<file path="src/rtl/pasl_pkg.sv">
package pasl_pkg;
  localparam int unsigned PASL_PINS = 4;
  localparam int unsigned PASL_CLK_HZ = 20000000;
  localparam int unsigned PASL_COL_HOLD_MS = 70;
  localparam int unsigned PASL_COL_HOLD_CYC = PASL_COL_HOLD_MS * (PASL_CLK_HZ / 1000);
  localparam int unsigned PASL_CNT_W = 21;
  localparam int unsigned PASL_BIT_ACT = 0;
  localparam int unsigned PASL_BIT_COL = 1;
  localparam int unsigned PASL_BIT_LINK = 2;
  localparam int unsigned PASL_BIT_TX = 3;
  localparam int unsigned PASL_SYNC_W = 3;
  localparam int unsigned PASL_SYNC_TX = 0;
  localparam int unsigned PASL_SYNC_RX = 1;
  localparam int unsigned PASL_SYNC_COL = 2;
  localparam logic [PASL_PINS-1:0] PASL_ADDR_RST = 4'h0;
  localparam logic [PASL_CNT_W-1:0] PASL_CNT_ZERO = 21'h000000;
  localparam logic [PASL_CNT_W-1:0] PASL_CNT_ONE = 21'h000001;

  typedef enum logic [0:0] {PASL_SAMPLE, PASL_DRIVE} pasl_phase_t;

  typedef struct packed {
    pasl_phase_t phase;
    logic [PASL_PINS-1:0] strap_s1;
    logic [PASL_PINS-1:0] strap_s2;
    logic [PASL_PINS-1:0] addr;
    logic [PASL_PINS-1:0] pin_o;
    logic [PASL_PINS-1:0] pin_oe;
    logic [PASL_SYNC_W-1:0] rx_s1;
    logic [PASL_SYNC_W-1:0] rx_s2;
    logic [PASL_CNT_W-1:0] col_cnt;
  } pasl_state_t;
endpackage

</file>
<file path="src/rtl/pasl_strap_led.sv">
// Overview of operation
// Pins are strap inputs during hardware reset
// Sampled low gives zero, high one
// After reset pins become status outputs
// Bit 0 pin shows receive or transmit activity
// Bit 1 pin pulses about 70 ms per collision
// Bit 2 pin shows valid link
// Bit 3 pin shows transmit activity
// Board pulls every strap pin up or down
// Asserted output level inverts sampled strap level
// Software reset keeps pins outputs, no resample
// Collision during hold restarts the interval
`timescale 1ns/1ns
`default_nettype none

module pasl_strap_led
  import pasl_pkg::*;
#(
  parameter int unsigned COL_HOLD_CYC = PASL_COL_HOLD_CYC
)(
  input wire logic clk_in,
  input wire logic resetn_in,
  input wire logic [PASL_PINS-1:0] strap_pin_in,
  input wire logic rx_active_in,
  input wire logic tx_active_in,
  input wire logic link_valid_in,
  input wire logic collision_in,
  input wire logic soft_reset_in,
  output logic [PASL_PINS-1:0] strap_pin_out,
  output logic [PASL_PINS-1:0] strap_pin_oe_out,
  output logic [PASL_PINS-1:0] station_mgmt_address_out
);

  // Registered state and its next value
  pasl_state_t s_q;
  pasl_state_t s_d;

  // Synchronised status inputs
  logic col_seen;
  logic rx_seen;
  logic tx_seen;

  // Collision hold timer helpers
  logic col_busy;
  logic [PASL_CNT_W-1:0] hold_load;
  logic [PASL_CNT_W-1:0] hold_dec;

  // Status indications and pin drive levels
  wire logic [PASL_PINS-1:0] status;
  wire logic [PASL_PINS-1:0] drive_val;

  // Taps of the second synchroniser stage
  assign col_seen = s_q.rx_s2[PASL_SYNC_COL];
  assign rx_seen = s_q.rx_s2[PASL_SYNC_RX];
  assign tx_seen = s_q.rx_s2[PASL_SYNC_TX];

  // Hold timer is busy while any count remains
  assign col_busy = (s_q.col_cnt != PASL_CNT_ZERO);
  assign hold_load = PASL_CNT_W'(COL_HOLD_CYC - 1);
  assign hold_dec = s_q.col_cnt - PASL_CNT_ONE;

  // Per pin status and drive level
  for (genvar i = 0; i < PASL_PINS; i++)
  begin : g_pin
    if (i == PASL_BIT_ACT)
    begin : g_act
      assign status[i] = rx_seen | tx_seen;
    end
    else if (i == PASL_BIT_COL)
    begin : g_col
      assign status[i] = col_seen | col_busy;
    end
    else if (i == PASL_BIT_LINK)
    begin : g_link
      assign status[i] = link_valid_in;
    end
    else
    begin : g_tx
      assign status[i] = tx_seen;
    end

    // Asserted level is the inverse of the strapped level
    assign drive_val[i] = s_q.addr[i] ^ status[i];
  end

  always_comb
  begin
    s_d = s_q;

    // Two-stage synchronisers on the strap pins
    s_d.strap_s1 = strap_pin_in;
    s_d.strap_s2 = s_q.strap_s1;

    // Two-stage synchronisers on the collision, receive and transmit inputs
    s_d.rx_s1[PASL_SYNC_COL] = collision_in;
    s_d.rx_s1[PASL_SYNC_RX] = rx_active_in;
    s_d.rx_s1[PASL_SYNC_TX] = tx_active_in;
    s_d.rx_s2 = s_q.rx_s1;

    // Collision hold timer, reloaded by every collision
    if (col_seen)
    begin
      s_d.col_cnt = hold_load;
    end
    else if (col_busy)
    begin
      s_d.col_cnt = hold_dec;
    end
    else
    begin
      s_d.col_cnt = PASL_CNT_ZERO;
    end

    // Pin direction and station address
    case (s_q.phase)
      PASL_SAMPLE:
      begin
        s_d.addr = s_q.strap_s2;
        s_d.pin_oe = '1;
        s_d.pin_o = s_q.strap_s2;
        s_d.phase = PASL_DRIVE;
      end
      PASL_DRIVE:
      begin
        s_d.addr = s_q.addr;
        s_d.pin_oe = '1;
        s_d.pin_o = drive_val;
        s_d.phase = PASL_DRIVE;
        if (soft_reset_in)
        begin
          s_d.addr = s_q.addr;
          s_d.pin_oe = '1;
        end
      end
      default:
      begin
        s_d.addr = PASL_ADDR_RST;
        s_d.pin_oe = '0;
        s_d.pin_o = '0;
        s_d.phase = PASL_SAMPLE;
      end
    endcase

    // Hardware reset releases the pins; straps keep filling the synchroniser
    if (!resetn_in)
    begin
      s_d.phase = PASL_SAMPLE;
      s_d.addr = PASL_ADDR_RST;
      s_d.pin_o = '0;
      s_d.pin_oe = '0;
      s_d.rx_s1 = '0;
      s_d.rx_s2 = '0;
      s_d.col_cnt = PASL_CNT_ZERO;
    end
  end

  always_ff @(posedge clk_in)
  begin
    s_q <= s_d;
  end

  // Outputs come straight from the state register
  assign strap_pin_out = s_q.pin_o;
  assign strap_pin_oe_out = s_q.pin_oe;
  assign station_mgmt_address_out = s_q.addr;
endmodule // pasl_strap_led
`default_nettype wire

</file>
<file path="config.mk">
export PLATFORM = sky130hd
export DESIGN_NAME = pasl_strap_led
export DESIGN_NICKNAME = d
export VERILOG_FILES = /design/src/rtl/pasl_pkg.sv /design/src/rtl/pasl_strap_led.sv
export SDC_FILE = /design/constraint.sdc
export NUM_CORES = 1
export LEC_CHECK = 0
export ABC_AREA = 1
export BUFFER_PORTS_ARGS = -buffer_cell sky130_fd_sc_hd__buf_2
export CAP_MARGIN = 20
export CORE_MARGIN = 2
export CORE_UTILIZATION = 50
export CTS_BUF_LIST = sky130_fd_sc_hd__clkbuf_8
export CTS_CLUSTER_DIAMETER = 50
export DETAILED_ROUTE_END_ITERATION = 8
export HOLD_SLACK_MARGIN = 0.12
export PLACE_DENSITY = 0.75
export RECOVER_POWER = 25
export SLEW_MARGIN = 10
export SYNTH_ARGS = -nofsm -noshare
export SYNTH_HDL_FRONTEND = slang
export SYNTH_SLANG_ARGS = --single-unit
export TNS_END_PERCENT = 10
</file>
<file path="constraint.sdc">
create_clock -name clk_in -period 1.95 [get_ports clk_in]
set_clock_uncertainty 0.05 [all_clocks]
set_input_delay 0.39 -clock clk_in [delete_from_list [all_inputs] [get_ports clk_in]]
set_output_delay 0.39 -clock clk_in [all_outputs]
set_load 0.05 [all_outputs]
</file>
# Word level (Yosys, flattened, before mapping)
# Index checks and enable logic that the tools add are counted.
# word_totals
register_bits	48
latch_bits	0
ram_bits	0
mem_bits_ro	0
in_bits	11
word_cells	26
memories	0
# classes
addsub	1
multipliers	0
div	0
order_cmp	0
n_eq_ne	0
n_shift	0
n_mux	4
bitwise_logic	9
n_reduce_logical	2
# op_table
operator	n
$mux 21	2
$pmux 12 s2	1
$reduce_bool 21->1	1
$sub 21x1->21 const B	1
$xor 1x1->1	4
$not 1->1	3
$reduce_or 3->1	1
$or 1x1->1	2
$mux 1	1

# Depth between registers and ports, before layout
# Gate-level depths: netlist of the first run.
# logic_depth
depth_word	4
mapped_depth	9
ltp_nobuf	9

# Least setup slack after synthesis of the first run
# OpenSTA, ideal clock, no wires.
# synth_timing
path_kind	reg-to-reg
startpoint	register s_q[0] in the netlist's numbering
endpoint	register s_q[13] in the netlist's numbering
setup_ps	115
t_arrival_ps	1186
required_ps	1785
setup_slack_ps	599
stages_incl_launch_ff	10
path_buffers	0
period_less_slack_ps	1351
path_cell_list	dfxtp_1 > inv_1 > ha_1 > nand2_2 > nor2_4 > nand3_2 > nand2_2 > inv_2 > nand2_4 > nor2_1
# synth_via
elab_chain_cells	3
word_cells_on_any_way	4
classes_between	add/sub: 1; bitwise: 1; reduce/logical: 2
# synth_rtl
element	line	source
start, declared	pasl_strap_led.sv:35	pasl_state_t s_q;
start signal, assigned	pasl_strap_led.sv:159	s_q <= s_d;
parallel branches: the longest is 3 deep, another holds $sub 21x1->21	n/a	
# Parallel ways; which one is timed is not known.
# A chain may end at the register's enable or synchronous reset.

# Final worst setup path of the first run
# layout_timing
startpoint	register s_q[0] in the netlist's numbering
endpoint	register s_q[6] in the netlist's numbering
# The elaborated chain is that of the path after synthesis.

==> impl_metrics.ini, run 1 <==
[synth]
synth_common_cells = dfxtp_1 (45), nand2_1 (42), nor2_1 (31)
synth_edf_count = 0
yosysTopAreaCell = dfxtp_1
synthFlopType = dfxtp_1
syn_avg_cell_area_sq_um = 8.03
yosys.cell_count.top_type = dfxtp_1
synth_seq_cells = 45
synth_top_area_share_pct = 47.6
synth.area.top_cells = dfxtp_1 (48%), nand2_1 (8.3%), nor2_1 (6.1%)
yosysSeqAreaShare_pct = 47.6
synthCells = 236
syn_nets = 248
synth.distinct_cells = 32
yosys_warnings = 0
async_reset_ff_share_pct = 0
synth_area_sq_um = 1890

[drt]
drtPass1Iterations = 4
dr_total_vias = 1391
drc_errors = 0
routedWlPerCell_um = 10.1
via_per_inst = 4.65
ant_nets = 0
first_iter_violations = 61
wl_um = 3010

[outcome]
outcome = finished, final reports clean

[grt]
grt_max_degree = 16
grt_pass1_wl_um = 5440
first_global_vias = 1317
gr-total-overflow = 0
antenna_found_initial = 0
grt_usage_pct = 16.8

[cts]
cts_tree = yes
cts.sinks = 45
cts_buffer_depth = 2
clockRootBuffer = clkbuf_8
ctsHoldBuffers = 0
postCtsSetupBuffers = 0
htree_levels = 2
cts_buffers = 5
cts_resized = 0
clock_latency_ps = 300
clk_pin_slew_ps = 80

[place]
dpl_cell_area_sq_um = 1960
hpwl_um = 2260
placedCellCount = 291
place_congestion = 0.809
portBuffers = 21
place_worst_setup_slack_ps = 448

[worst_setup_path]
cp_common_cell = nand2_2
cp_slowest_cell = dfxtp_1
start_kind = register
r2r_cells = 9
crit_chain = inv_1 > ha_1 > nand2_2 > nor2_4 > nand3_2 > nand2_2 > inv_2 > nand2_4 > nor2_1
required_ps = 2090
end_kind = register
critical_path_arrival_ps = 1680
slowest_delay_ps = 320
critPathMaxFanout = 7
critical_path_class = register to register

[power_and_ir_drop]
leakage_uw = 0.000963
power_density_nw_per_um2 = 1550
vdd_drop_max_mv = 0.777

[die]
rows = 22
io-pin-count = 23
fp.dieH_um = 65.6
coreArea_sq_um = 3660
start_util_pct = 51.7
dieArea_sq_um = 4300
die_w_um = 65.6

[timing]
post-route-min-period_ps = 1540
maxSlewHeadroom_pct = 57.3
fin_crit_sh_pct = 78.9
drv_slew = 0
rsz0062_at_grt = false
hold_viol = 0
tightest_slew_ps = 641
fin_setup_tns_ps = 0
setup_viol = 0
finalWorstSetupSlack_ps = 411
fmax_mhz = 650

[cells_and_area]
fin_area_sq_um = 2050
fin_cells = 299
final_nets = 262
drive_above_1_share_pct = 21.5
num_antenna_cells = 0
areaGrowthSynthToFinish_pct = 7.99
fin_util_pct = 55.9

[worst_hold_path]
whs_path_depth = 1
hp-class = primary input to register

[run]
max_cap_viol_count = 0
[layout make-up]
type | count | area, sq um
clock buffers | 5 | 68.8
clock inverters | 3 | 17.5
fillers | 352 | 1620
inverters | 29 | 109
multi-input cells | 148 | 786
flip-flops and latches | 45 | 901
well taps | 48 | 60.1
repair buffers | 21 | 104
[per-layer routing]
layer | GRT usage [%] | routed length [um] | up-vias
li1 | - | - | 747
met1 | 20.2 | 1470 | 615
met2 | 27.2 | 1350 | 21
met3 | 4.62 | 102 | 8
met4 | 9.38 | 83 | 0
met5 | 0 | 0 | -
[state kept, by name, indices dropped and copies added (netlist names)]
signal	count
s_d	4
rx_seen	1
station_mgmt_address_out	4
strap_pin_out	4
strap_pin_oe_out	1
col_seen	1
s_q	30
[cell families (layout without fill, tap and decap cells)]
family	after synthesis	count (layout)	synth area share (%)
flip-flops	45	45	47.6
buffers and inverters	43	58	11.0
AND/OR/NAND/NOR	109	109	29.1
AO/OA/AOI/OAI	32	32	8.98
adder cells (fa/ha/maj)	1	1	0.660
XOR/XNOR	6	6	2.77
[critical path: cells and delay by family, from the launching register on]
kind | cells | cell delay (ps)
AND/OR/NAND/NOR | 6 | 640
flip-flops | 1 | 320
adder cells (fa/ha/maj) | 1 | 250
buffers and inverters | 2 | 180
[where the power goes]
part / internal (uW) / switching [uW]
clock network: 247 / 304
logic: 485 / 867
registers: 1110 / 161
[layout by cell type, fill, tap and decap left out]
master       n
a211oi_1     1
a21oi_1     18
a21oi_2      2
buf_2       20
clkbuf_1     1
clkbuf_8     5
clkinv_1     1
clkinv_2     2
clkinvlp_4   1
dfxtp_1     45
ha_1         1
inv_1       27
inv_2        1
nand2_1     42
nand2_2      4
nand2_4      3
nand3_1      5
nand3_2      1
nand3_4      1
nand3b_1     2
nand4_1      1
nand4_2      1
nor2_1      31
nor2_2       8
nor2_4       3
nor3_1       1
nor3_2       1
nor3b_1      1
o21ai_0      7
o21ai_1      4
or2_0        3
or2_2        1
xnor2_1      2
xor2_1       4
[metrics by stage]
step | power, uW | hold slack [ps]
after global routing | 3470 | 126
after floorplan | 2440 | 260
final | 3170 | 138
after global placement | 2610 | 260
after CTS | 3200 | 133
after detailed placement | 2640 | 262
[worst paths after layout]
kind	start	endpoint	slack (ps)
setup / recovery	s_q[0]	s_q[6]	410
hold / removal	strap_pin_in[1]	s_d[40]	140
setup reg to reg	s_q[0]	s_q[6]	410
hold reg to reg	s_d[41]	s_q[41]	280
(Power assumes the default switching activity.)
==> inputs of run 2 (changes only) <==
Settings changed: PLACE_DENSITY 0.75 to 0.78.
Clock period 1.95 ns to 1.25 ns, I/O delays scaled along.
==> impl_metrics.ini, run 2 (same netlist as run 1, synthesis figures left out) <==
[cells_and_area]
fin_util_pct = 68.1
largest_reg_flops = 30
fin_cells = 337
fin_area_sq_um = 2490
areaGrowthSynthToFinish_pct = 31.6
final_common_cell = dfxtp_1
fill_cells = 292
num_antenna_cells = 0
final_cell_mix = dfxtp_1 (40), nand2_1 (37), buf_4 (32)
final_nets = 301
drive_above_1_share_pct = 37.0
largest-register = s_q

[run]
max_cap_viol_count = 0

[power_and_ir_drop]
vdd_drop_max_mv = 1.07
power_density_nw_per_um2 = 2540
leakage_uw = 0.00118

[grt]
antenna_found_initial = 0
grt_max_degree = 15
first_global_vias = 1600
gr-total-overflow = 0
grt_usage_pct = 21.0
grt_pass1_wl_um = 6780

[die]
dieArea_sq_um = 4300
fp.dieH_um = 65.6
io-pin-count = 23
start_util_pct = 51.7
rows = 22
coreArea_sq_um = 3660
die_w_um = 65.6

[timing]
finalWorstSetupSlack_ps = -78.5
tightest_slew_ps = 315
fin_crit_sh_pct = 106
maxSlewHeadroom_pct = 79.0
post-route-min-period_ps = 1330
hold_viol = 0
rsz0062_at_grt = true
fmax_mhz = 753
drv_slew = 0
setup_viol = 19

[drt]
drtPass1Iterations = 4
drc_errors = 0
routedWlPerCell_um = 11.8
first_iter_violations = 78
ant_nets = 0
dr_total_vias = 1588
wl_um = 3990
via_per_inst = 4.71

[cts]
clk_pin_slew_ps = 80
clockRootBuffer = clkbuf_8
htree_levels = 2
clock_latency_ps = 300
cts_buffers = 5
cts.sinks = 45
cts_buffer_depth = 2
cts_tree = yes

[place]
placedCellCount = 319
portBuffers = 21
hpwl_um = 2840
place_congestion = 0.867
dpl_cell_area_sq_um = 2180

[worst_setup_path]
critical_path_arrival_ps = 1460
required_ps = 1380
end_kind = register
critPathMaxFanout = 3
start_kind = register
rrSetupSlack_ps = -80
critical_path_class = register to register

[outcome]
outcome = complete, but fails checks
violations = negative setup slack

[worst_hold_path]
hp-class = primary input to register
-- run 2: cell types whose count changed in the layout (fill, tap and decap cells not counted), sizes merged --
cell,delta
bufinv,+1
inv,+1
clkbuf,+5
dlygate4sd3,+7
clkinvlp,-1
buf,+27
clkinv,-2
-- run 2: final cells by class --
type / count / area (sq um) / share of cell area [%]
clock buffer: 5 / 68.8 / 2.76
clock inverter: 2 / 38.8 / 1.56
inverter: 29 / 109 / 4.37
multi-input combinational: 148 / 876 / 35.1
sequential: 45 / 907 / 36.4
tap: 48 / 60.1 / 2.41
timing repair buffer: 60 / 433 / 17.4
-- run 2: final timing paths --
check | start | to | cells after the start
hold reg to reg | s_d[39] | s_q[39] | 0
setup reg to reg | s_q[0] | s_q[12] | 8
setup / recovery | s_q[0] | s_q[12] | 8
hold / removal | resetn_in | strap_pin_oe_out[2] | 1
-- run 2: repair_timing --
| action | in CTS | in global routing |
|---|---|---|
| setup buffers | 3 | 1 |
| hold buffers | 7 | 0 |
| setup endpoints to repair | 23 | 29 |
| pin swaps | 12 | 5 |
| gates resized for setup | 21 | 19 |
| hold endpoints to repair | 7 | 0 |
-- run 2: power breakdown --
part           internal (uW)  switching [uW]  leakage [uW]  total (uW)
Combinational           1430            1800      0.000755        3240
Sequential              1750             259      0.000375        2000
Clock                    592             487     0.0000546        1080
Total                   3770            2550       0.00118        6320
-- run 2: per-layer routing --
| layer | up-vias | wire length (um) | global-route usage, % |
|---|---|---|---|
| li1 | 830 | - | - |
| met1 | 729 | 1650 | 23.7 |
| met2 | 22 | 2150 | 37.8 |
| met3 | 7 | 108 | 5.31 |
| met4 | 0 | 87 | 8.07 |
| met5 | - | 0 | 0 |
-- run 2: worst max-delay path: stages, from the launching register on --
cell and delay [ps]:
dfxtp_2 330, inv_2 70, ha_4 150, nand2_4 70
inv_2 70, nand2_4 60, nor2_4 140, xor2_1 170
o21ai_1 100
-- run 2: through the flow --
stage | hold slack, ps | setup TNS [ps] | setup WS [ps] | total power (uW)
after floorplan | 228 | 0 | 16.1 | 3830
after global placement | 260 | -964 | -65.5 | 4610
after detailed placement | 262 | -1800 | -133 | 4750
after CTS | 135 | -809 | -80.2 | 6170
after global routing | 130 | -2580 | -168 | 6770
final | 140 | -799 | -78.5 | 6320
